<file path="src/design/rif_pkg.sv">
// Constants and types for the receive indicator frame builder
package rif_pkg;
  localparam logic [7:0] RIF_DELIM = 8'h7e;
  localparam logic [7:0] RIF_TYPE_EXPL = 8'h91;
  localparam logic [7:0] RIF_TYPE_IO = 8'h92;
  localparam logic [7:0] RIF_TYPE_NODE = 8'h95;
  localparam logic [7:0] RIF_CSUM_BASE = 8'hff;
  localparam logic [7:0] RIF_SAMPLE_SETS = 8'h01;
  localparam logic [15:0] RIF_RSVD_NET = 16'hfffe;
  localparam logic [7:0] RIF_AMASK_VALID = 8'h8f;
  localparam logic [2:0] RIF_SUPPLY_CH = 3'h7;
  localparam int RIF_ANA_CH = 5;
  // Packet kinds offered on the receive side
  localparam logic [1:0] RIF_KIND_IO = 2'h0;
  localparam logic [1:0] RIF_KIND_DATA = 2'h1;
  localparam logic [1:0] RIF_KIND_NODE = 2'h2;
  // Header positions, counted from the type byte (frame offset 3)
  localparam logic [4:0] RIF_POS_TYPE = 5'h00;
  localparam logic [4:0] RIF_POS_ADDR_LAST = 5'h08;
  localparam logic [4:0] RIF_POS_NET_HI = 5'h09;
  localparam logic [4:0] RIF_POS_NET_LO = 5'h0a;
  localparam logic [4:0] RIF_POS_B11 = 5'h0b;
  localparam logic [4:0] RIF_POS_B12 = 5'h0c;
  localparam logic [4:0] RIF_POS_B13 = 5'h0d;
  localparam logic [4:0] RIF_POS_B14 = 5'h0e;
  localparam logic [4:0] RIF_POS_B15 = 5'h0f;
  localparam logic [4:0] RIF_POS_B16 = 5'h10;
  localparam logic [4:0] RIF_POS_B17 = 5'h11;
  localparam logic [4:0] RIF_LAST_IO = 5'h0f;
  localparam logic [4:0] RIF_LAST_EXPL = 5'h11;
  localparam logic [4:0] RIF_LAST_NODE = 5'h0b;
  localparam logic [15:0] RIF_LEN_IO = 16'h0010;
  localparam logic [15:0] RIF_LEN_EXPL = 16'h0012;
  localparam logic [15:0] RIF_LEN_NODE = 16'h000c;
  localparam logic [15:0] RIF_LEN_DIG = 16'h0002;

  typedef enum {
    RIF_ST_IDLE, RIF_ST_DELIM, RIF_ST_LEN_HI, RIF_ST_LEN_LO, RIF_ST_HDR,
    RIF_ST_DIG, RIF_ST_ANA, RIF_ST_PAY, RIF_ST_CSUM, RIF_ST_DROP
  } rif_state_t;
endpackage

</file>
<file path="src/design/rif_frame_builder.sv">
// Receive indicator frame builder with its output FIFO
`timescale 1ns/1ps
`default_nettype none

module rif_fifo #(
  parameter int WIDTH = 9,
  parameter int DEPTH = 4
) (
  input wire logic ref_clk,
  input wire logic rst,
  input wire logic in_valid,
  output logic in_ready,
  input wire logic [WIDTH-1:0] in_data,
  output logic out_valid,
  input wire logic out_ready,
  output logic [WIDTH-1:0] out_data
);
  localparam int AW = (DEPTH > 1) ? $clog2(DEPTH) : 1;
  logic [WIDTH-1:0] mem [DEPTH];
  logic [AW-1:0] wr_ptr, rd_ptr, next_wr_ptr, next_rd_ptr;
  logic [AW:0] count, next_count;
  logic push, pop;

  assign in_ready = (count != (AW+1)'(DEPTH));
  assign out_valid = (count != '0);
  assign out_data = mem[rd_ptr];
  assign push = in_valid && in_ready;
  assign pop = out_valid && out_ready;

  always_comb begin
    next_wr_ptr = wr_ptr;
    next_rd_ptr = rd_ptr;
    if (push) begin
      next_wr_ptr = (wr_ptr == AW'(DEPTH - 1)) ? '0 : wr_ptr + 1'b1;
    end
    if (pop) begin
      next_rd_ptr = (rd_ptr == AW'(DEPTH - 1)) ? '0 : rd_ptr + 1'b1;
    end
    next_count = count + (AW+1)'(push) - (AW+1)'(pop);
  end

  always_ff @(posedge ref_clk or posedge rst) begin
    if (rst) begin
      wr_ptr <= '0;
      rd_ptr <= '0;
      count <= '0;
    end else begin
      wr_ptr <= next_wr_ptr;
      rd_ptr <= next_rd_ptr;
      count <= next_count;
    end
  end

  // Storage needs no reset; empty flag hides stale words
  always_ff @(posedge ref_clk) begin
    if (push) begin
      mem[wr_ptr] <= in_data;
    end
  end
endmodule

// Behaviour
// (RULE1) IO sample with explicit setting: type 0x92
// (RULE2) Sender 64-bit address, MSB first, offsets 4-11
// (RULE3) Sender network address at 12-13, MSB first
// (RULE4) Options byte: 0x01 acked, 0x02 broadcast
// (RULE5) Host ignores other option bits
// (RULE6) Sample-set count at 15 is always one
// (RULE7) Digital channel mask at 16-17
// (RULE8) Analog channel mask at 18
// (RULE9) Digital samples at 19-20 only if mask nonzero
// (RULE10) Disabled digital lines read zero
// (RULE11) Digital sample bits match mask bits
// (RULE12) Each enabled analog input: two bytes from 21
// (RULE13) Analog order: inputs 0-3, then supply
// (RULE14) Data with explicit setting: 0x91 frame
// (RULE15) Node id with setting zero: 0x95 frame
// (RULE16) Explicit layout: endpoints, cluster, profile, options
// (RULE17) Delimiter 0x7e then big-endian length
// (RULE18) Checksum is 0xff minus byte sum
module rif_frame_builder
  import rif_pkg::*;
#(
  parameter int FIFO_DEPTH = 4
) (
  input wire logic ref_clk,
  input wire logic rst,
  input wire logic api_output_format_select,
  input wire logic pkt_valid,
  output logic pkt_ready,
  input wire logic [1:0] pkt_kind,
  input wire logic [63:0] pkt_src_addr,
  input wire logic [15:0] pkt_net_addr,
  input wire logic pkt_acked,
  input wire logic pkt_bcast,
  input wire logic [15:0] pkt_dig_mask,
  input wire logic [7:0] pkt_ana_mask,
  input wire logic [15:0] pkt_dig_samples,
  input wire logic [16*RIF_ANA_CH-1:0] pkt_ana_values,
  input wire logic [7:0] pkt_src_ep,
  input wire logic [7:0] pkt_dst_ep,
  input wire logic [15:0] pkt_cluster,
  input wire logic [15:0] pkt_profile,
  input wire logic [15:0] pkt_pay_len,
  input wire logic pay_valid,
  output logic pay_ready,
  input wire logic [7:0] pay_data,
  output logic tx_valid,
  input wire logic tx_ready,
  output logic [7:0] tx_data,
  output logic tx_last
);
  function automatic logic [15:0] pair_count(input logic [7:0] m);
    logic [15:0] n;
    n = '0;
    for (int i = 0; i < 8; i++) begin
      n = n + {15'h0000, m[i]};
    end
    return n;
  endfunction

  function automatic logic [2:0] lowest_ch(input logic [7:0] m);
    logic [2:0] c;
    c = RIF_SUPPLY_CH;
    for (int i = 7; i >= 0; i--) begin
      if (m[i]) begin
        c = 3'(i);
      end
    end
    return c;
  endfunction

  // Format pin comes from outside the clock domain
  logic fmt_meta, fmt_sync;
  always_ff @(posedge ref_clk or posedge rst) begin
    if (rst) begin
      fmt_meta <= 1'b0;
      fmt_sync <= 1'b0;
    end else begin
      fmt_meta <= api_output_format_select;
      fmt_sync <= fmt_meta;
    end
  end

  rif_state_t state, next_state;
  logic [1:0] kind, next_kind;
  logic [63:0] src_addr, next_src_addr;
  logic [15:0] net_addr, next_net_addr;
  logic [7:0] opts, next_opts;
  logic [15:0] dmask, next_dmask;
  logic [7:0] amask, next_amask;
  logic [15:0] dsamp, next_dsamp;
  logic [16*RIF_ANA_CH-1:0] avals, next_avals;
  logic [7:0] sep, next_sep, dep, next_dep;
  logic [15:0] cluster, next_cluster, profile, next_profile;
  logic [15:0] len, next_len, remain, next_remain;
  logic [4:0] pos, next_pos;
  logic half, next_half;
  logic [7:0] sum, next_sum;

  logic f_valid, f_ready, f_last;
  logic [7:0] f_byte, hdr_byte, ana_byte;
  logic [4:0] hdr_last;
  logic [2:0] ach, aidx;
  logic [15:0] aword;
  logic accept, push, do_emit;

  assign pkt_ready = (state == RIF_ST_IDLE);
  assign accept = pkt_valid && pkt_ready;
  assign push = f_valid && f_ready;

  always_comb begin
    unique case (kind)
      RIF_KIND_IO: hdr_last = RIF_LAST_IO;
      RIF_KIND_DATA: hdr_last = RIF_LAST_EXPL;
      default: hdr_last = RIF_LAST_NODE;
    endcase
  end

  // Header bytes from the type byte onward
  always_comb begin
    hdr_byte = 8'h00;
    if (pos == RIF_POS_TYPE) begin
      unique case (kind)
        RIF_KIND_IO: hdr_byte = RIF_TYPE_IO; // RULE1
        RIF_KIND_DATA: hdr_byte = RIF_TYPE_EXPL; // RULE14
        default: hdr_byte = RIF_TYPE_NODE; // RULE15
      endcase
    end else if (pos <= RIF_POS_ADDR_LAST) begin
      hdr_byte = src_addr[8*(8-32'(pos)) +: 8]; // RULE2
    end else if (pos == RIF_POS_NET_HI) begin
      hdr_byte = (kind == RIF_KIND_IO) ? net_addr[15:8]
                                      : RIF_RSVD_NET[15:8]; // RULE3
    end else if (pos == RIF_POS_NET_LO) begin
      hdr_byte = (kind == RIF_KIND_IO) ? net_addr[7:0]
                                      : RIF_RSVD_NET[7:0]; // RULE3
    end else if (kind == RIF_KIND_DATA) begin
      unique case (pos)
        RIF_POS_B11: hdr_byte = sep; // RULE16
        RIF_POS_B12: hdr_byte = dep; // RULE16
        RIF_POS_B13: hdr_byte = cluster[15:8]; // RULE16
        RIF_POS_B14: hdr_byte = cluster[7:0];
        RIF_POS_B15: hdr_byte = profile[15:8]; // RULE16
        RIF_POS_B16: hdr_byte = profile[7:0];
        RIF_POS_B17: hdr_byte = opts; // RULE16
        default: hdr_byte = 8'h00;
      endcase
    end else begin
      unique case (pos)
        RIF_POS_B11: hdr_byte = opts; // RULE4
        RIF_POS_B12: hdr_byte = RIF_SAMPLE_SETS; // RULE6
        RIF_POS_B13: hdr_byte = dmask[15:8]; // RULE7
        RIF_POS_B14: hdr_byte = dmask[7:0]; // RULE7
        RIF_POS_B15: hdr_byte = amask; // RULE8
        default: hdr_byte = 8'h00;
      endcase
    end
  end

  // Supply reading sits after the four inputs
  assign ach = lowest_ch(amask);
  assign aidx = (ach == RIF_SUPPLY_CH) ? 3'(RIF_ANA_CH - 1) : ach;
  assign aword = avals[16*32'(aidx) +: 16]; // RULE13
  assign ana_byte = half ? aword[7:0] : aword[15:8]; // RULE12

  always_comb begin
    f_valid = 1'b0;
    f_byte = 8'h00;
    f_last = 1'b0;
    pay_ready = 1'b0;
    unique case (state)
      RIF_ST_DELIM: begin
        f_valid = 1'b1;
        f_byte = RIF_DELIM; // RULE17
      end
      RIF_ST_LEN_HI: begin
        f_valid = 1'b1;
        f_byte = len[15:8]; // RULE17
      end
      RIF_ST_LEN_LO: begin
        f_valid = 1'b1;
        f_byte = len[7:0]; // RULE17
      end
      RIF_ST_HDR: begin
        f_valid = 1'b1;
        f_byte = hdr_byte;
      end
      RIF_ST_DIG: begin
        f_valid = 1'b1;
        f_byte = half ? dsamp[7:0] : dsamp[15:8]; // RULE11
      end
      RIF_ST_ANA: begin
        f_valid = 1'b1;
        f_byte = ana_byte;
      end
      RIF_ST_PAY: begin
        f_valid = pay_valid;
        f_byte = pay_data;
        pay_ready = f_ready;
      end
      RIF_ST_CSUM: begin
        f_valid = 1'b1;
        f_byte = RIF_CSUM_BASE - sum; // RULE18
        f_last = 1'b1;
      end
      RIF_ST_DROP: pay_ready = 1'b1;
      default: ;
    endcase
  end

  assign do_emit = (kind == RIF_KIND_NODE) ? !fmt_sync : fmt_sync;

  always_comb begin
    next_state = state;
    next_kind = kind;
    next_src_addr = src_addr;
    next_net_addr = net_addr;
    next_opts = opts;
    next_dmask = dmask;
    next_amask = amask;
    next_dsamp = dsamp;
    next_avals = avals;
    next_sep = sep;
    next_dep = dep;
    next_cluster = cluster;
    next_profile = profile;
    next_len = len;
    next_remain = remain;
    next_pos = pos;
    next_half = half;
    next_sum = sum;
    if (push && state != RIF_ST_DELIM && state != RIF_ST_LEN_HI
        && state != RIF_ST_LEN_LO) begin
      next_sum = sum + f_byte; // RULE18
    end
    unique case (state)
      RIF_ST_IDLE: begin
        if (accept) begin
          next_kind = pkt_kind;
          next_src_addr = pkt_src_addr;
          next_net_addr = pkt_net_addr;
          next_opts = {6'h00, pkt_bcast, pkt_acked}; // RULE4
          next_dmask = pkt_dig_mask;
          next_amask = pkt_ana_mask & RIF_AMASK_VALID;
          next_dsamp = pkt_dig_samples & pkt_dig_mask; // RULE10
          next_avals = pkt_ana_values;
          next_sep = pkt_src_ep;
          next_dep = pkt_dst_ep;
          next_cluster = pkt_cluster;
          next_profile = pkt_profile;
          next_remain = pkt_pay_len;
          next_pos = RIF_POS_TYPE;
          next_half = 1'b0;
          next_sum = 8'h00;
          unique case (pkt_kind)
            RIF_KIND_IO: next_len = RIF_LEN_IO
              + ((pkt_dig_mask != '0) ? RIF_LEN_DIG : 16'h0000)
              + (pair_count(pkt_ana_mask & RIF_AMASK_VALID) << 1);
            RIF_KIND_DATA: next_len = RIF_LEN_EXPL + pkt_pay_len;
            default: next_len = RIF_LEN_NODE + pkt_pay_len;
          endcase
          next_state = RIF_ST_DROP;
          if ((pkt_kind == RIF_KIND_NODE) ? !fmt_sync : fmt_sync) begin
            next_state = RIF_ST_DELIM; // RULE1
          end
        end
      end
      RIF_ST_DELIM: if (push) next_state = RIF_ST_LEN_HI;
      RIF_ST_LEN_HI: if (push) next_state = RIF_ST_LEN_LO;
      RIF_ST_LEN_LO: if (push) next_state = RIF_ST_HDR;
      RIF_ST_HDR: begin
        if (push) begin
          next_pos = pos + 5'h01;
          if (pos == hdr_last) begin
            if (kind != RIF_KIND_IO) begin
              next_state = (remain != '0) ? RIF_ST_PAY : RIF_ST_CSUM;
            end else if (dmask != '0) begin
              next_state = RIF_ST_DIG; // RULE9
            end else if (amask != '0) begin
              next_state = RIF_ST_ANA; // RULE12
            end else begin
              next_state = RIF_ST_CSUM;
            end
          end
        end
      end
      RIF_ST_DIG: begin
        if (push) begin
          next_half = !half;
          if (half) begin
            next_state = (amask != '0) ? RIF_ST_ANA : RIF_ST_CSUM;
          end
        end
      end
      RIF_ST_ANA: begin
        if (push) begin
          next_half = !half;
          if (half) begin
            next_amask = amask & ~(8'h01 << ach); // RULE13
            if ((amask & ~(8'h01 << ach)) == '0) begin
              next_state = RIF_ST_CSUM;
            end
          end
        end
      end
      RIF_ST_PAY: begin
        if (push) begin
          next_remain = remain - 16'h0001;
          if (remain == 16'h0001) begin
            next_state = RIF_ST_CSUM;
          end
        end
      end
      RIF_ST_CSUM: if (push) next_state = RIF_ST_IDLE;
      RIF_ST_DROP: begin
        // Discarded packets still drain their payload
        if (remain == '0) begin
          next_state = RIF_ST_IDLE;
        end else if (pay_valid) begin
          next_remain = remain - 16'h0001;
        end
      end
      default: next_state = RIF_ST_IDLE;
    endcase
  end

  always_ff @(posedge ref_clk or posedge rst) begin
    if (rst) begin
      state <= RIF_ST_IDLE;
      kind <= RIF_KIND_IO;
      src_addr <= '0;
      net_addr <= '0;
      opts <= '0;
      dmask <= '0;
      amask <= '0;
      dsamp <= '0;
      avals <= '0;
      sep <= '0;
      dep <= '0;
      cluster <= '0;
      profile <= '0;
      len <= '0;
      remain <= '0;
      pos <= '0;
      half <= 1'b0;
      sum <= '0;
    end else begin
      state <= next_state;
      kind <= next_kind;
      src_addr <= next_src_addr;
      net_addr <= next_net_addr;
      opts <= next_opts;
      dmask <= next_dmask;
      amask <= next_amask;
      dsamp <= next_dsamp;
      avals <= next_avals;
      sep <= next_sep;
      dep <= next_dep;
      cluster <= next_cluster;
      profile <= next_profile;
      len <= next_len;
      remain <= next_remain;
      pos <= next_pos;
      half <= next_half;
      sum <= next_sum;
    end
  end

  // Four words absorb short host stalls without holding the builder
  rif_fifo #(.WIDTH(9), .DEPTH(FIFO_DEPTH)) u_fifo (
    .ref_clk(ref_clk),
    .rst(rst),
    .in_valid(f_valid),
    .in_ready(f_ready),
    .in_data({f_last, f_byte}),
    .out_valid(tx_valid),
    .out_ready(tx_ready),
    .out_data({tx_last, tx_data})
  );
endmodule

`default_nettype wire

</file>
<file path="config.mk">
export PLATFORM = sky130hd
export DESIGN_NAME = rif_frame_builder
export DESIGN_NICKNAME = d
export VERILOG_FILES = /design/src/design/rif_pkg.sv /design/src/design/rif_frame_builder.sv
export SDC_FILE = /design/constraint.sdc
export NUM_CORES = 1
export LEC_CHECK = 0
export ABC_CLOCK_PERIOD_IN_PS = 17620
export BUFFER_PORTS_ARGS = -buffer_cell sky130_fd_sc_hd__buf_2
export CAP_MARGIN = 20
export CORE_MARGIN = 2
export CORE_UTILIZATION = 38
export CTS_CLUSTER_DIAMETER = 40
export CTS_CLUSTER_SIZE = 25
export DETAILED_ROUTE_END_ITERATION = 10
export GPL_TIMING_DRIVEN = 0
export PLACE_DENSITY = 0.62
export SYNTH_ARGS = -nofsm -noshare
export SYNTH_HDL_FRONTEND = slang
export SYNTH_HIERARCHICAL = 1
export SYNTH_SLANG_ARGS = --single-unit
</file>
<file path="constraint.sdc">
create_clock -name ref_clk -period 17.62 [get_ports ref_clk]
set_input_delay 0.881 -clock ref_clk [delete_from_list [all_inputs] [get_ports ref_clk]]
set_output_delay 0.881 -clock ref_clk [all_outputs]
set_load 0.1 [all_outputs]
</file>
==> results of run 1 <==
==> logic make-up after synthesis <==
| family | Yosys count | synth area share |
|---|---|---|
| xor gates and xnor gates | 26 | 0.01328 |
| and+or+nand+nor | 1013 | 0.2366 |
| AOI/OAI and AO/OA | 295 | 0.1093 |
| buffers and inverters | 160 | 0.03538 |
| muxes | 87 | 0.07916 |
| DFF | 347 | 0.5002 |
| adders and majority gates | 34 | 0.02606 |
==> worst paths after layout <==
path / start / end / slack (ns) / cells past startpoint
setup / recovery: pos[0] / sum[6] / 11.09 / 22
hold / removal: rst / u_fifo/wr_ptr[0] / 0.27 / 2
setup reg to reg: pos[0] / sum[6] / 11.09 / 22
hold reg to reg: fmt_meta / fmt_sync / 0.35 / 0
max in group asynchronous: rst / state[1] / 16.10 / 3
min in group ref_clk: fmt_meta / fmt_sync / 0.35 / 0
==> registers in the layout (all words and copies together), names as in the netlist, 2 cells and up <==
name,count
len,16
kind,2
dep,8
profile,16
u_fifo/rd_ptr,2
opts,2
net_addr,16
sum,8
sep,8
avals,80
dmask,16
u_fifo/count,3
src_addr,64
amask,8
state,4
cluster,16
u_fifo/mem,36
pos,5
u_fifo/wr_ptr,2
dsamp,16
remain,16
==> stage by stage <==
step                worst slack (ns)  hold WS [ns]
floorplan                      8.336        0.3312
global route                   10.81        0.2712
finish                         11.09        0.2660
detailed placement             11.26        0.3364
global placement               4.725        0.3332
CTS                            11.23        0.2441
==> power groups by stage <==
stage                     clock [µW]  sequential, µW  combinational [µW]
after floorplan                    0            1360                1280
after global placement             0            1420                1720
after detailed placement           0            1430                1760
after CTS                       1200            1420                1770
after global routing            1240            1470                1940
final                           1180            1430                1760
==> per-layer routing <==
metal / part of all wire / wire length, µm / global-route usage
met1: 0.44 / 25910 / 0.3397
met2: 0.47 / 27600 / 0.3951
met3: 0.056 / 3315 / 0.03602
met4: 0.038 / 2266 / 0.1040
met5: 0 / 0 / 0
==> cell type report <==
cell class / count / area (µm²)
well taps: 607 / 759.5
diodes: 3 / 7.507
multi-input cells: 1455 / 8229
plain buffers: 123 / 488.0
flip-flops and latches: 347 / 8864
inverters: 37 / 146.4
fillers: 4490 / 24230
clock inverters: 42 / 533.0
repair buffers: 289 / 1494
clock buffers: 64 / 1504
==> cells in the final DEF, fill, tap and decap left out, types with 10 or more instances in the layout <==
cell type    n
mux4_2      41
a221oi_1    13
xor2_1      10
nor3_1      28
mux2i_1     37
and2_1      10
o21ai_0     48
nor2_1      90
inv_8       10
inv_1       35
ha_1        28
o22ai_1     18
edfxtp_1    36
nand3_1     41
buf_2      300
a21oi_1     82
o21ai_1     23
dfrtp_1    311
clkbuf_16   58
o221ai_1    10
clkbuf_1   103
nand2_1    769
a22oi_1     17
xnor2_1     15
==> reports/summary.txt, run 1 <==
status = completed
Crit Path Max Fanout = 10
number of synthesized flops with an enable pin = 36
critical path class = reg2reg
CTS Buf Count = 56
CP top delay family = compound AO/OA/AOI/OAI gates
crit start category = flop
Tot Pwr = 4368 µW
Yosys top cell area share = 0.4392
die width = 219.9 µm
Final Setup Violations = 0
post-DP HPWL = 44230 µm
Total GRT Usage = 0.2483
floorplan row count = 79
synthesized flop and latch total = 347
vias in the first global route = 15.83k
layout cells sized above 1 = 0.2036
CTS Root Cell = clkbuf_16
Netlist cell types = 85
Post-synth top cells = nand2_1, dfrtp_1, clkbuf_1
1st-iter DRT viols = 1125
Hold Crit Class = in2async
Ys Warns = 6
sequential area share after synthesis = 0.5002
Peak supply drop = 0.2160 mV
Clk pin slew, worst setup/hold paths = 0.06 ns
number of port buffers = 286
drc violations = 0
Ports = 294
mapped cell area = 17720 µm²
Critical-path top delay cell = fa_1
number of max-cap violations = 0
Fmax = 0.1530 GHz
initial antenna violation count = 3
Slowest Stage Delay on Critical Path = 0.57 ns
Avg Inst Size Synth = 9.031 µm²
area leader, netlist = dfrtp_1
crit path buf inv count = 4
Internal = 2554 µW
fin crit period = 6.534 ns
Final Hold Fails = 0
clk buf depth = 3
Final GP Congestion = 0.9169
final instance area = 22020 µm²
placed cell count = 2858
DR vias = 15.71k
Flop pwr share = 0.326
Post-DP Area = 19980 µm²
total gr overflow = 0
relative slew slack = 0.1730
P_sw = 1814 µW
Worst-Skew Late Latency = 0.61 ns
Resized cells post-CTS = 0
required time worst endpoint = 18.06 ns
Syn Nets = 2277
Slew Viols, Final = 0
Core ar. = 46260 µm²
Most Frequent Cell on Critical Path = a21oi_1
crit path DAT = 6.98 ns
slew of the pin with the lowest slew margin = 1.241 ns
nets@finish = 2624
RSZ-0062 raised after global routing = no
Area Overhead vs Synth = 24.30%
largest cells by area after synthesis = dfrtp_1, nand2_1, edfxtp_1
Most used DFF post-synth = dfrtp_1
cell chain of the critical path = buf_2 > buf_2 > inv_1 > ha_1 > and4b_1 > clkbuf_2 > a311o_1 > o31ai_4 > a31oi_1 > nor3_1 > a21oi_1 > a311oi_1 > o221ai_1 > fa_1 > a21oi_1 > o21bai_1 > a21o_1 > a21oi_1 > xor2_1 > nor2_1 > a21oi_1 > nor2_1
Final Util = 0.4761
Via-to-Cell Ratio = 5.296
die height = 219.9 µm
Cell Pwr Density = 198.3 nW/µm²
DR pass1 iterations = 8
CTS tree = done
pin count of the biggest net entering global routing = 127
Comb pwr share = 0.403
Final Non-Filler Cells = 2967
Post-synth ARST share = 0.8963
final wirelength = 59100 µm
final antenna-violating net count = 0
Fin Setup TNS = 0 ns
setup bufs post-CTS = 0
Clk pwr share = 0.270
P_leak = 0.01070 µW
WL per Instance = 19.92 µm
Initial Util = 0.3830
CTS H-tree depth = 2
Crit. End Element = flop
Sw Share = 0.4153
Clock Skew = 0.01992 ns
top-count cell post-synth = nand2_1
Final period util = 0.3708
hold_buf cts = 0
die area = 48370 µm²
Gate Count Post-Synth = 1962
clock sink total = 347
first-pass GRT wire length = 91470 µm
(Power assumes the default switching activity.)
==> inputs of run 2 (changes only) <==
--- a/config.mk
+++ b/config.mk
@@ -5,7 +5,7 @@
 export SDC_FILE = /design/constraint.sdc
 export NUM_CORES = 1
 export LEC_CHECK = 0
-export ABC_CLOCK_PERIOD_IN_PS = 17620
+export ABC_CLOCK_PERIOD_IN_PS = 5400
 export BUFFER_PORTS_ARGS = -buffer_cell sky130_fd_sc_hd__buf_2
 export CAP_MARGIN = 20
 export CORE_MARGIN = 2
@@ -14,7 +14,7 @@
 export CTS_CLUSTER_SIZE = 25
 export DETAILED_ROUTE_END_ITERATION = 10
 export GPL_TIMING_DRIVEN = 0
-export PLACE_DENSITY = 0.62
+export PLACE_DENSITY = 0.64
 export SYNTH_ARGS = -nofsm -noshare
 export SYNTH_HDL_FRONTEND = slang
 export SYNTH_HIERARCHICAL = 1
==> constraint.sdc (replaced) <==
create_clock -name ref_clk -period 5.4 [get_ports ref_clk]
set_input_delay 0.27 -clock ref_clk [delete_from_list [all_inputs] [get_ports ref_clk]]
set_output_delay 0.27 -clock ref_clk [all_outputs]
set_load 0.1 [all_outputs]
==> run 2 against run 1 <==
Sequential share of layout area fell by 4.4 points. Critical endpoint is now sum[7]. Routed wire length rose by 10%. Flip-flop and latch count did not move. Clock power rose to 3.1 times the previous value. Critical path depth fell by 5. Cell count rose by 9.2%. Combinational power rose to 3.4 times the previous value. Cell area rose by 12%. Sequential power rose to 3.3 times the previous value.
==> reports/summary.txt, run 2 (synthesis gave the netlist of run 1 again) <==
status = completed
final wirelength = 65040 µm (+10%)
Peak supply drop = 0.6387 mV (+200%)
Ports = 294 (unchanged)
largest reg by FF count = avals
most frequent cells in the layout = nand2_1, dfrtp_1, buf_2
Cell Pwr Density = 578.1 nW/µm² (+190%)
Final Hold Fails = 0 (unchanged)
fin crit period = 5.056 ns (-1.478 ns)
CTS Buf Count = 56 (unchanged)
Fmax = 0.1978 GHz (+29%)
total gr overflow = 0 (unchanged)
die area = 48370 µm² (unchanged)
crit start category = flop
max layer used = met4
Worst-Skew Late Latency = 0.60 ns (about the same)
pin count of the biggest net entering global routing = 44 (-65%)
Total GRT Usage = 0.2703 (+0.02194)
clk buf depth = 3 (unchanged)
layout cells sized above 1 = 0.1903 (-0.01339)
CTS Root Cell = clkbuf_16
die height = 219.9 µm (unchanged)
post-DP HPWL = 44730 µm (+1.1%)
slew of the pin with the lowest slew margin = 1.323 ns (+0.08251 ns)
Fin Setup TNS = 0 ns (unchanged)
placed cell count = 2864 (+0.21%)
drc violations = 0 (unchanged)
Crit. End Element = flop
number of fill cells = 4190 (-6.7%)
1st-iter DRT viols = 1255 (+12%)
vias in the first global route = 17.59k (+11%)
Hold Crit Class = in2reg
commonest non-fill, non-tap cell in the layout = nand2_1
required time worst endpoint = 5.92 ns (-12.14 ns)
DR vias = 17.25k (+9.8%)
Slew Viols, Final = 0 (unchanged)
final antenna-violating net count = 0 (unchanged)
DRT met1 WL = 26490 µm (+2.2%)
Final GP Congestion = 0.9008 (-1.8%)
number of port buffers = 286 (unchanged)
Clk pin slew, worst setup/hold paths = 0.06 ns (about the same)
Clock Skew = 0.01810 ns (-0.001822 ns)
Final Setup Violations = 0 (unchanged)
DR pass1 iterations = 6 (-2)
Final Non-Filler Cells = 3240 (+9.2%)
crit path DAT = 5.57 ns (-1.41 ns)
clock sink total = 347 (unchanged)
first-pass GRT wire length = 99530 µm (+8.8%)
CTS H-tree depth = 2 (unchanged)
WL met2 = 31470 µm (+14%)
initial antenna violation count = 5 (+2)
P_leak = 0.01178 µW (+10%)
met3 wire len = 4312 µm (+30%)
CTS tree = done
Largest register FFs = 80 (unchanged)
pre-CTS WS = -0.8891 ns (-12.15 ns)
final worst slack = 0.3444 ns (-10.74 ns)
Crit Path Max Fanout = 10 (unchanged)
Initial Util = 0.3830 (unchanged)
die width = 219.9 µm (unchanged)
critical path class = reg2reg
WL per Instance = 20.08 µm (+0.79%)
Final period util = 0.9362 (+0.5654)
relative slew slack = 0.1180 (-0.05501)
nets@finish = 2895 (+10%)
RSZ-0062 raised after global routing = no
number of max-cap violations = 0 (unchanged)
Core ar. = 46260 µm² (unchanged)
Regs by FF count = avals x80, src_addr x64, u_fifo/mem x36
Area Overhead vs Synth = 39.52%
Final Util = 0.5344 (+0.05831)
Tot Pwr = 14290 µW (+230%)
Via-to-Cell Ratio = 5.325 (+0.54%)
floorplan row count = 79 (unchanged)
[run 2: cell count changes in the layout (fill, tap and decap cells not counted), moves of 2 or more]
| cell | change |
|---|---|
| inv_8 | -6 |
| buf_16 | -2 |
| diode_2 | +2 |
| buf_12 | +8 |
| bufinv_16 | -4 |
| inv_6 | +2 |
| clkinv_8 | +2 |
| dlygate4sd3_1 | +260 |
| clkinv_2 | +5 |
| clkbuf_8 | -2 |
| buf_4 | +6 |
| buf_2 | -2 |
| clkinvlp_4 | +3 |
[run 2: final timing paths]
kind | startpoint | to | slack (ns) | depth (start not counted)
max in group asynchronous | rst | profile[13] | 3.99 | 6
worst max-delay path | half | sum[7] | 0.34 | 17
worst min register to register | fmt_meta | fmt_sync | 0.36 | 0
worst min-delay path | pkt_pay_len[9] | remain[9] | 0.04 | 3
min in group asynchronous | rst | u_fifo/rd_ptr[0] | 0.17 | 3
worst max register to register | half | sum[7] | 0.34 | 17
[run 2: report_power, final]
group	internal [µW]	total, µW	switching (µW)
Clock	2180	3620	1450
Sequential	3920	4670	749
Combinational	2200	6000	3800
[run 2: area by class of cell]
type | instances | area [µm²] | share of cell area
buffer | 122 | 500.5 | 0.02024
multi-input combinational | 1455 | 8273 | 0.3346
antenna | 5 | 12.51 | 0.0005061
inverter | 37 | 142.6 | 0.005770
tap | 607 | 759.5 | 0.03072
clock inverter | 44 | 446.7 | 0.01807
timing repair buffer | 561 | 4247 | 0.1718
sequential | 347 | 8865 | 0.3586
clock buffer | 62 | 1476 | 0.05972
[run 2: repair_timing]
action | 4_1_cts | 5_1_grt
hold endpoints to repair | 275 | 0
endpoints found under the setup margin | 7 | 3
setup buffers | 2 | 4
gates resized for setup | 7 | 7
hold buffers | 260 | 0
pin swaps | 1 | 5
[run 2: layer usage]
metal,vias to the layer above,GRT usage
met2,751,0.4508
met4,0,0.1179
li1,7932,-
met5,-,0
met3,182,0.04983
met1,8387,0.3432
[run 2: metrics by stage]
step,area [µm²],hold slack [ns]
2_1_floorplan,17720,0.07340
3_3_place_gp,19910,0.2386
3_5_place_dp,20080,0.2463
4_1_cts,24640,0.009530
5_1_grt,24720,0.04241
6_report,24720,0.03877
[run 2: critical path, stage by stage (launching register included)]
cell,delay (ns)
dfrtp_1,0.32
clkbuf_1,0.64
clkbuf_1,0.82
mux2i_1,0.47
a21oi_1,0.15
nor2_1,0.13
nor2_1,0.05
a221oi_1,0.51
o221ai_4,0.25
ha_1,0.33
a21o_1,0.15
a21oi_1,0.24
o21bai_1,0.10
a21oi_1,0.23
nand3b_1,0.16
a21oi_1,0.07
mux2i_1,0.18
mux2i_1,0.20
